[config.mk]
export PLATFORM = sky130hd
export DESIGN_NAME = tof_cmd_status
export DESIGN_NICKNAME = d
export VERILOG_FILES = /design/src/include/tof_cmd_pkg.sv /design/src/design/tof_cmd_status.sv /design/src/design/pin_sync.sv
export SDC_FILE = /design/constraint.sdc
export NUM_CORES = 1
export LEC_CHECK = 0
export ABC_AREA = 1
export BUFFER_PORTS_ARGS = -buffer_cell sky130_fd_sc_hd__buf_2
export CELL_PAD_IN_SITES_DETAIL_PLACEMENT = 1
export CELL_PAD_IN_SITES_GLOBAL_PLACEMENT = 1
export CORE_UTILIZATION = 40
export CTS_BUF_LIST = sky130_fd_sc_hd__clkbuf_8
export CTS_CLUSTER_DIAMETER = 30
export DETAILED_ROUTE_END_ITERATION = 16
export PLACE_DENSITY = 0.88
export SKIP_LAST_GASP = 1
export SYNTH_ARGS = -nofsm -noshare
export SYNTH_HDL_FRONTEND = slang
export SYNTH_SLANG_ARGS = --single-unit
[constraint.sdc]
create_clock -name mclk_in -period 2.4 [get_ports mclk_in]
set_clock_uncertainty 0.15 [all_clocks]
set_input_delay 0.6 -clock mclk_in [delete_from_list [all_inputs] [get_ports mclk_in]]
set_output_delay 0.6 -clock mclk_in [all_outputs]
set_load 0.02 [all_outputs]
[src/include/tof_cmd_pkg.sv]
// Package: register map, command codes, field positions and states of the command/status block
package tof_cmd_pkg;
    // Register offsets
    localparam logic [7:0] ADDR_ARG_SECOND = 8'h0E;
    localparam logic [7:0] ADDR_ARG_FIRST = 8'h0F;
    localparam logic [7:0] ADDR_COMMAND = 8'h10;
    localparam logic [7:0] ADDR_LAST_CMD = 8'h11;
    localparam logic [7:0] ADDR_MINOR_REV = 8'h12;
    localparam logic [7:0] ADDR_PATCH_REV = 8'h13;
    localparam logic [7:0] ADDR_STATUS = 8'h1D;
    localparam logic [7:0] ADDR_TAG = 8'h1E;
    localparam logic [7:0] ADDR_TID = 8'h1F;
    localparam logic [7:0] ADDR_RESULT_FIRST = 8'h20;
    localparam logic [7:0] ADDR_HIST_LAST = 8'h9F;
    localparam logic [7:0] ADDR_RESULT_LAST = 8'hEF;
    // Command codes
    localparam logic [7:0] CMD_ADDR_CHANGE = 8'h49;
    localparam logic [7:0] CMD_HIST_FIRST = 8'h80;
    localparam logic [7:0] CMD_HIST_LAST = 8'h93;
    localparam logic [7:0] CMD_ABORT = 8'hFF;
    // Result area tags
    localparam logic [7:0] TAG_CALIB = 8'h0A;
    localparam logic [7:0] TAG_SERIAL = 8'h47;
    localparam logic [7:0] TAG_RESULTS = 8'h55;
    // Status codes
    localparam logic [7:0] STATUS_OK = 8'h00;
    localparam logic [7:0] STATUS_ERROR_FIRST = 8'h10;
    localparam logic [7:0] STATUS_ADDR_ERROR = 8'h10;
    // Field positions
    localparam int ARG_ADDR_MSB = 7;
    localparam int ARG_ADDR_LSB = 1;
    localparam int ARG_ZERO_BIT = 0;
    localparam int MASK_LSB = 0;
    localparam int MASK_MSB = 1;
    localparam int VALUE_LSB = 2;
    localparam int VALUE_MSB = 3;
    localparam int HIST_CH_MSB = 4;
    localparam int HIST_CH_LSB = 2;
    localparam int HIST_Q_MSB = 1;
    localparam int HIST_Q_LSB = 0;
    // Reset values and fixed constants
    localparam logic [7:0] BYTE_RESET = 8'h00;
    localparam logic [6:0] DEV_ADDR_RESET = 7'h41;  // Arbitrary value
    localparam logic [7:0] FW_MINOR_REV = 8'h01;    // Arbitrary value
    localparam logic [7:0] FW_PATCH_REV = 8'h02;    // Arbitrary value
    localparam logic [1:0] QUARTER_LAST = 2'h3;
    // Control states
    typedef enum logic [2:0] {
        ST_IDLE = 3'b001,
        ST_STREAM = 3'b010,
        ST_ABORT_WAIT = 3'b100
    } ctrl_state_t;
endpackage : tof_cmd_pkg

[src/design/tof_cmd_status.sv]
// Command interpreter and status registers of the host register map
// Behaviour
// New address in bits 7:1, bit 0 zero
// Address change only when masked pins match
// Commands 0x80-0x93 select channel and quarter
// End of quarter read refills result area
// Each refill updates tag and identifier
// Channel advances after its last quarter
// Abort command stops measurement, returns idle
// Abort waits until processing state ends
// Last command register shows executed command
// Status 00h-0Fh ok, 10h-FFh error
// Tag tells what result area holds
// Tags 0Ah calib, 47h serial, 55h results
// Tags 80h-93h are histogram quarters
// Identifier changes on every map update
// Read-only registers ignore writes, pair updates
`timescale 1ns/1ns
`default_nettype none
module tof_cmd_status
    import tof_cmd_pkg::*;
(
    // Clock and reset
    input wire logic mclk_in,
    input wire logic rst_b_in,
    // Register port from the serial bus front end
    input wire logic [7:0] reg_addr_in,
    input wire logic [7:0] reg_wdata_in,
    input wire logic reg_wr_in,
    input wire logic reg_rd_in,
    input wire logic xfer_end_in,
    output logic [7:0] reg_rdata_out,
    // General-purpose pins
    input wire logic gpio0_pin_in,
    input wire logic gpio1_pin_in,
    // Application side
    input wire logic proc_busy_in,
    input wire logic [7:0] app_status_in,
    input wire logic app_status_load_in,
    input wire logic [7:0] app_tag_in,
    input wire logic app_tag_load_in,
    output logic [7:0] cmd_code_out,
    output logic cmd_strobe_out,
    output logic measure_stop_out,
    output logic hist_load_out,
    output logic [2:0] hist_channel_out,
    output logic [1:0] hist_quarter_out,
    output logic [6:0] dev_addr_out
);
    logic pin0_level;
    logic pin1_level;
    ctrl_state_t state_reg, state_next;
    logic [7:0] arg_first_reg, arg_first_next;
    logic [7:0] arg_second_reg, arg_second_next;
    logic [7:0] last_cmd_code_reg, last_cmd_code_next;
    logic [7:0] status_reg, status_next;
    logic [7:0] tag_reg, tag_next;
    logic [7:0] tid_reg, tid_next;
    logic [7:0] cmd_code_reg, cmd_code_next;
    logic [6:0] dev_addr_reg, dev_addr_next;
    logic [7:0] rdata_reg, rdata_next;
    logic seen_reg, seen_next;
    logic strobe_reg, strobe_next;
    logic stop_reg, stop_next;
    logic load_reg, load_next;
    logic cmd_wr;
    logic is_hist_cmd;
    logic pins_match;
    logic hist_read_hit;
    logic refill_go;

    // Pins come from outside the clock domain
    pin_sync u_sync0 (
        .mclk_in(mclk_in),
        .rst_b_in(rst_b_in),
        .pin_in(gpio0_pin_in),
        .level_out(pin0_level)
    );
    pin_sync u_sync1 (
        .mclk_in(mclk_in),
        .rst_b_in(rst_b_in),
        .pin_in(gpio1_pin_in),
        .level_out(pin1_level)
    );

    // Decoded events
    assign cmd_wr = reg_wr_in && (reg_addr_in == ADDR_COMMAND);
    // histogram command range
    assign is_hist_cmd = (reg_wdata_in >= CMD_HIST_FIRST) && (reg_wdata_in <= CMD_HIST_LAST);
    // masked pin compare
    assign pins_match = ((arg_first_reg[MASK_MSB:MASK_LSB] & {pin1_level, pin0_level})
        == arg_first_reg[VALUE_MSB:VALUE_LSB]);
    assign hist_read_hit = reg_rd_in && (state_reg == ST_STREAM)
        && (reg_addr_in >= ADDR_RESULT_FIRST) && (reg_addr_in <= ADDR_HIST_LAST);
    // refill at end of a transaction that read the area
    assign refill_go = (state_reg == ST_STREAM) && xfer_end_in && (seen_reg || hist_read_hit);

    // Next-state logic for all control and register state
    always_comb begin
        state_next = state_reg;
        arg_first_next = arg_first_reg;
        arg_second_next = arg_second_reg;
        last_cmd_code_next = last_cmd_code_reg;
        status_next = status_reg;
        tag_next = tag_reg;
        tid_next = tid_reg;
        cmd_code_next = cmd_code_reg;
        dev_addr_next = dev_addr_reg;
        rdata_next = rdata_reg;
        strobe_next = 1'b0;
        stop_next = 1'b0;
        load_next = 1'b0;
        // Read set wins over the end-of-transfer clear
        seen_next = hist_read_hit ? 1'b1 : (xfer_end_in ? 1'b0 : seen_reg);
        // status reported by the application
        if (app_status_load_in) begin
            status_next = app_status_in;
        end
        // application tags result area; identifier moves with it
        if (app_tag_load_in) begin
            tag_next = app_tag_in;
            tid_next = tid_reg + 8'h01;
        end
        // only argument and command locations are writable
        if (reg_wr_in && reg_addr_in == ADDR_ARG_FIRST) begin
            arg_first_next = reg_wdata_in;
        end
        if (reg_wr_in && reg_addr_in == ADDR_ARG_SECOND) begin
            arg_second_next = reg_wdata_in;
        end
        unique case (state_reg)
            ST_IDLE, ST_STREAM: begin
                // refill with next quarter; tag and identifier together
                if (refill_go) begin
                    seen_next = 1'b0;
                    if (tag_reg == CMD_HIST_LAST) begin
                        state_next = ST_IDLE;
                    end else begin
                        // tag carry advances the channel
                        tag_next = tag_reg + 8'h01;
                        tid_next = tid_reg + 8'h01;
                        load_next = 1'b1;
                    end
                end
                if (cmd_wr) begin
                    if (reg_wdata_in == CMD_ABORT) begin
                        // defer while processing is busy
                        if (proc_busy_in) begin
                            state_next = ST_ABORT_WAIT;
                        end else begin
                            // stop and return idle
                            state_next = ST_IDLE;
                            stop_next = 1'b1;
                            last_cmd_code_next = CMD_ABORT;
                        end
                    end else if (reg_wdata_in == CMD_ADDR_CHANGE) begin
                        // record executed command
                        last_cmd_code_next = reg_wdata_in;
                        // nonzero bit 0 is refused as an error
                        if (arg_second_reg[ARG_ZERO_BIT]) begin
                            status_next = STATUS_ADDR_ERROR;
                        end else begin
                            status_next = STATUS_OK;
                            // apply only on pin match
                            if (pins_match) begin
                                dev_addr_next = arg_second_reg[ARG_ADDR_MSB:ARG_ADDR_LSB];
                            end
                        end
                    end else if (is_hist_cmd) begin
                        // start stream; tag names channel and quarter
                        last_cmd_code_next = reg_wdata_in;
                        tag_next = reg_wdata_in;
                        tid_next = tid_reg + 8'h01;
                        load_next = 1'b1;
                        seen_next = 1'b0;
                        state_next = ST_STREAM;
                    end else begin
                        // Other commands go to the application
                        last_cmd_code_next = reg_wdata_in;
                        cmd_code_next = reg_wdata_in;
                        strobe_next = 1'b1;
                    end
                end
            end
            ST_ABORT_WAIT: begin
                // abort lands when processing leaves its state
                if (!proc_busy_in) begin
                    state_next = ST_IDLE;
                    stop_next = 1'b1;
                    last_cmd_code_next = CMD_ABORT;
                end
            end
            default: begin
                state_next = ST_IDLE;
            end
        endcase
        // read mux; result area data is served elsewhere, reads zero here
        if (reg_rd_in) begin
            unique case (reg_addr_in)
                ADDR_ARG_SECOND: rdata_next = arg_second_reg;
                ADDR_ARG_FIRST: rdata_next = arg_first_reg;
                ADDR_COMMAND: rdata_next = cmd_code_reg;
                ADDR_LAST_CMD: rdata_next = last_cmd_code_reg;
                ADDR_MINOR_REV: rdata_next = FW_MINOR_REV;
                ADDR_PATCH_REV: rdata_next = FW_PATCH_REV;
                ADDR_STATUS: rdata_next = status_reg;
                ADDR_TAG: rdata_next = tag_reg;
                ADDR_TID: rdata_next = tid_reg;
                default: rdata_next = BYTE_RESET;
            endcase
        end
    end

    // Register all state
    always_ff @(posedge mclk_in or negedge rst_b_in) begin
        if (!rst_b_in) begin
            state_reg <= ST_IDLE;
            arg_first_reg <= BYTE_RESET;
            arg_second_reg <= BYTE_RESET;
            last_cmd_code_reg <= BYTE_RESET;
            status_reg <= BYTE_RESET;
            tag_reg <= BYTE_RESET;
            tid_reg <= BYTE_RESET;
            cmd_code_reg <= BYTE_RESET;
            dev_addr_reg <= DEV_ADDR_RESET;
            rdata_reg <= BYTE_RESET;
            seen_reg <= 1'b0;
            strobe_reg <= 1'b0;
            stop_reg <= 1'b0;
            load_reg <= 1'b0;
        end else begin
            state_reg <= state_next;
            arg_first_reg <= arg_first_next;
            arg_second_reg <= arg_second_next;
            last_cmd_code_reg <= last_cmd_code_next;
            status_reg <= status_next;
            tag_reg <= tag_next;
            tid_reg <= tid_next;
            cmd_code_reg <= cmd_code_next;
            dev_addr_reg <= dev_addr_next;
            rdata_reg <= rdata_next;
            seen_reg <= seen_next;
            strobe_reg <= strobe_next;
            stop_reg <= stop_next;
            load_reg <= load_next;
        end
    end

    // Outputs straight from flip-flops; channel and quarter decode the tag
    assign reg_rdata_out = rdata_reg;
    assign cmd_code_out = cmd_code_reg;
    assign cmd_strobe_out = strobe_reg;
    assign measure_stop_out = stop_reg;
    assign hist_load_out = load_reg;
    assign hist_channel_out = tag_reg[HIST_CH_MSB:HIST_CH_LSB];
    assign hist_quarter_out = tag_reg[HIST_Q_MSB:HIST_Q_LSB];
    assign dev_addr_out = dev_addr_reg;
endmodule : tof_cmd_status
`default_nettype wire

[src/design/pin_sync.sv]
// Two-flop synchroniser for one asynchronous pin
`timescale 1ns/1ns
`default_nettype none
module pin_sync (
    // Clock and reset
    input wire logic mclk_in,
    input wire logic rst_b_in,
    // Pin and synchronised level
    input wire logic pin_in,
    output logic level_out
);
    logic meta_reg;
    logic meta_next;
    logic level_reg;
    logic level_next;

    // First stage feeds only the second stage
    always_comb begin
        meta_next = pin_in;
        level_next = meta_reg;
    end

    // Register both stages
    always_ff @(posedge mclk_in or negedge rst_b_in) begin
        if (!rst_b_in) begin
            meta_reg <= 1'b0;
            level_reg <= 1'b0;
        end else begin
            meta_reg <= meta_next;
            level_reg <= level_next;
        end
    end

    assign level_out = level_reg;
endmodule : pin_sync
`default_nettype wire

==> results.toml <==
[timing]
fin_tns_setup_ns = 0
worst_pin_slew_ns = 0.5182
final-hold-violation-count = 0
drv_slew = 0
whs_ns = 0.04006
rsz0062_at_grt = "no"
period_minus_slack_ns = 2.042
fmax_mhz = 489.7
finalCritPeriodShare = 0.8509
setup_viol = 0
slew_headroom = 0.6545

[drt]
vias_per_cell = 5.401
firstDrtPassIters = 4
drc = 0
num_vias = 4126
ant_nets = 0
wl_um = 14090
wl_per_cell_um = 18.44
initialDrtViolationCount = 232

[logic_synthesis]
syn_area_mm2 = 0.004245
ys_warn_count = 0
ys.flop_type = "dfrtp_1"
syn_area_per_cell_um2 = 7.862
synthArstFlopShare = 1.000
syn-num-nets = 584
netlist_instances = 540
ys_ff_latch = 82
synth_edf_count = 0
ys_types = 35
ys_seq_area_frac = 0.4842

[die]
ios = 73
fp-row-count = 37
die-area_mm2 = 0.01103
core_mm2 = 0.01032
die_h_um = 105.0
die_w_um = 105.0
initial_utilization = 0.4112

[final_layout]
layout_common_cells = "nand2_1, dfrtp_1, buf_2"
nNetsFinal = 667
area_growth_pct = 18.77
fillCellCount = 1320
seqCellArea_mm2 = 0.002056
layout-drive-gt1-share = 0.2166
n_antenna_cell = 0
final_common_cell = "nand2_1"
multi_input_area_mm2 = 0.001814
layout.cells.non_filler = 764

[power]
power_frac_comb = 0.176
intPower_uw = 2310
p_switching_uw = 1103
sequentialPowerShare = 0.474
p_total_uw = 3413
clkPwrFrac = 0.350
ir_worst_vdd_mv = 0.2602
switching_share = 0.3232
p_leak_uw = 0.002723
power-per-cell-area_mw_per_mm2 = 676.9

[clock_tree]
clk_latency_ns = 0.38
clock_sinks = 82
cts_setup_buffers = 0
cts_tree = "done"
clk_pin_slew_worst_paths_ns = 0.10
htreeDepth = 3
post_cts_resized = 0
cts-root-buf = "clkbuf_8"
clock_tree.buffer_depth = 2
cts_hold_buf = 0
numCtsBuffers = 9

[global_route]
grt_usage = 0.2733
grt_max_degree = 36
first_global_vias = 4415
grt_overflow = 0
antenna_found_initial = 0
grt_pass1_wl_um = 23100

[setup_path]
r2r-start = "tag_reg[1]$_DFF_PN0_"
worst-r2r-setup-slack_ns = 0.36
path_class = "reg -> reg"
r2r-end = "tid_reg[3]$_DFF_PN0_"
cp-end-kind = "register"
ff2ff_path_depth = 12
cp.required_ns = 2.53
worst-path-max-fanout = 10
worst-endpoint-arrival_ns = 2.17
startpoint_type = "register"

[placement]
io_buffer_count = 72
place_congestion = 0.9004
hpwl_um = 10630
dp_cells = 748

[outcome]
run_status = "complete, no violations"

[job]
cap_violations = 0

[worst_hold_path]
hold_path_class = "in -> async"
==> cell usage after synthesis, types with 4 or more instances <==
cell,n,area [um2]
o21a_1,5,37.54
inv_1,68,255.2
nor3_1,13,65.06
o22ai_1,12,75.07
o211ai_1,4,30.03
nand2_2,7,43.79
nor2_1,29,108.9
o21ai_1,4,20.02
inv_2,8,30.03
dfrtp_1,79,1977
nand3_1,20,100.1
buf_4,6,45.04
clkbuf_1,5,18.77
a21oi_1,26,130.1
nand2_1,161,604.3
a22oi_1,7,52.55
xor2_1,9,78.83
o21ai_0,44,220.2
o21ai_2,7,61.31
==> layer usage <==
layer  vias up  part of all wire  track usage
li1       1897                 -            -
met1      2062              0.41       0.3336
met2       124              0.51       0.4674
met3        43             0.042      0.03993
met4         0             0.035       0.1439
met5         -                 0            0
==> cell families after synthesis <==
family | share of synthesized area
simple gates | 0.2437
buf+inv | 0.08841
flops | 0.4842
compound gates | 0.1592
xor+xnor | 0.01857
fa+ha+maj | 0.005894
==> area by class of cell <==
cell class,instances,area share
Clock buffer,9,0.02457
Clock inverter,7,0.02084
Timing Repair Buffer,87,0.09677
Sequential cell,82,0.4077
Inverter,76,0.05658
Multi-Input combinational cell,367,0.3598
Tap cell,136,0.03375
==> worst max path at each step <==
stage | start | end | slack (ns) | cells past startpoint
6_report | tag_reg[1]$_DFF_PN0_ | tid_reg[3]$_DFF_PN0_ | 0.36 | 12
5_1_grt | tag_reg[1]$_DFF_PN0_ | tid_reg[3]$_DFF_PN0_ | 0.15 | 12
2_1_floorplan | reg_addr_in[2] | dev_addr_out[4]$_DFFE_PN0P_ | 0.30 | 11
4_1_cts | tag_reg[1]$_DFF_PN0_ | tid_reg[6]$_DFF_PN0_ | 0.34 | 12
3_5_place_dp | reg_wdata_in[2] | state_reg[2]$_DFFE_PN0P_ | 0.15 | 9
3_3_place_gp | reg_wdata_in[2] | state_reg[2]$_DFFE_PN0P_ | 0.21 | 9
==> critical path: stages (launching register included) <==
cell and delay [ns]:
dfrtp_1 0.44, ha_1 0.26, nand2_1 0.08, nor3_1 0.13, nand2_1 0.12, nand3_1 0.14
nand2_1 0.08, nand2_2 0.13, nand2_2 0.16, nand2_1 0.12, nand2_1 0.06, nand2_1 0.05
inv_1 0.04
==> power by group through the flow <==
stage | registers (uW) | clock network (uW) | logic (uW)
floorplan | 1620 | 0 | 348
global placement | 1630 | 0 | 559
detailed placement | 1640 | 0 | 589
CTS | 1620 | 1200 | 601
global route | 1630 | 1270 | 671
finish | 1620 | 1190 | 600
==> per-stage QoR <==
step,setup WS (ns),util,cell area (um2)
3_3_place_gp,0.2097,0.4662,4813
4_1_cts,0.3425,0.4884,5042
6_report,0.3577,0.4884,5042
3_5_place_dp,0.1519,0.4662,4813
5_1_grt,0.1526,0.4884,5042
2_1_floorplan,0.2989,-,4245
(Power assumes the default switching activity.)
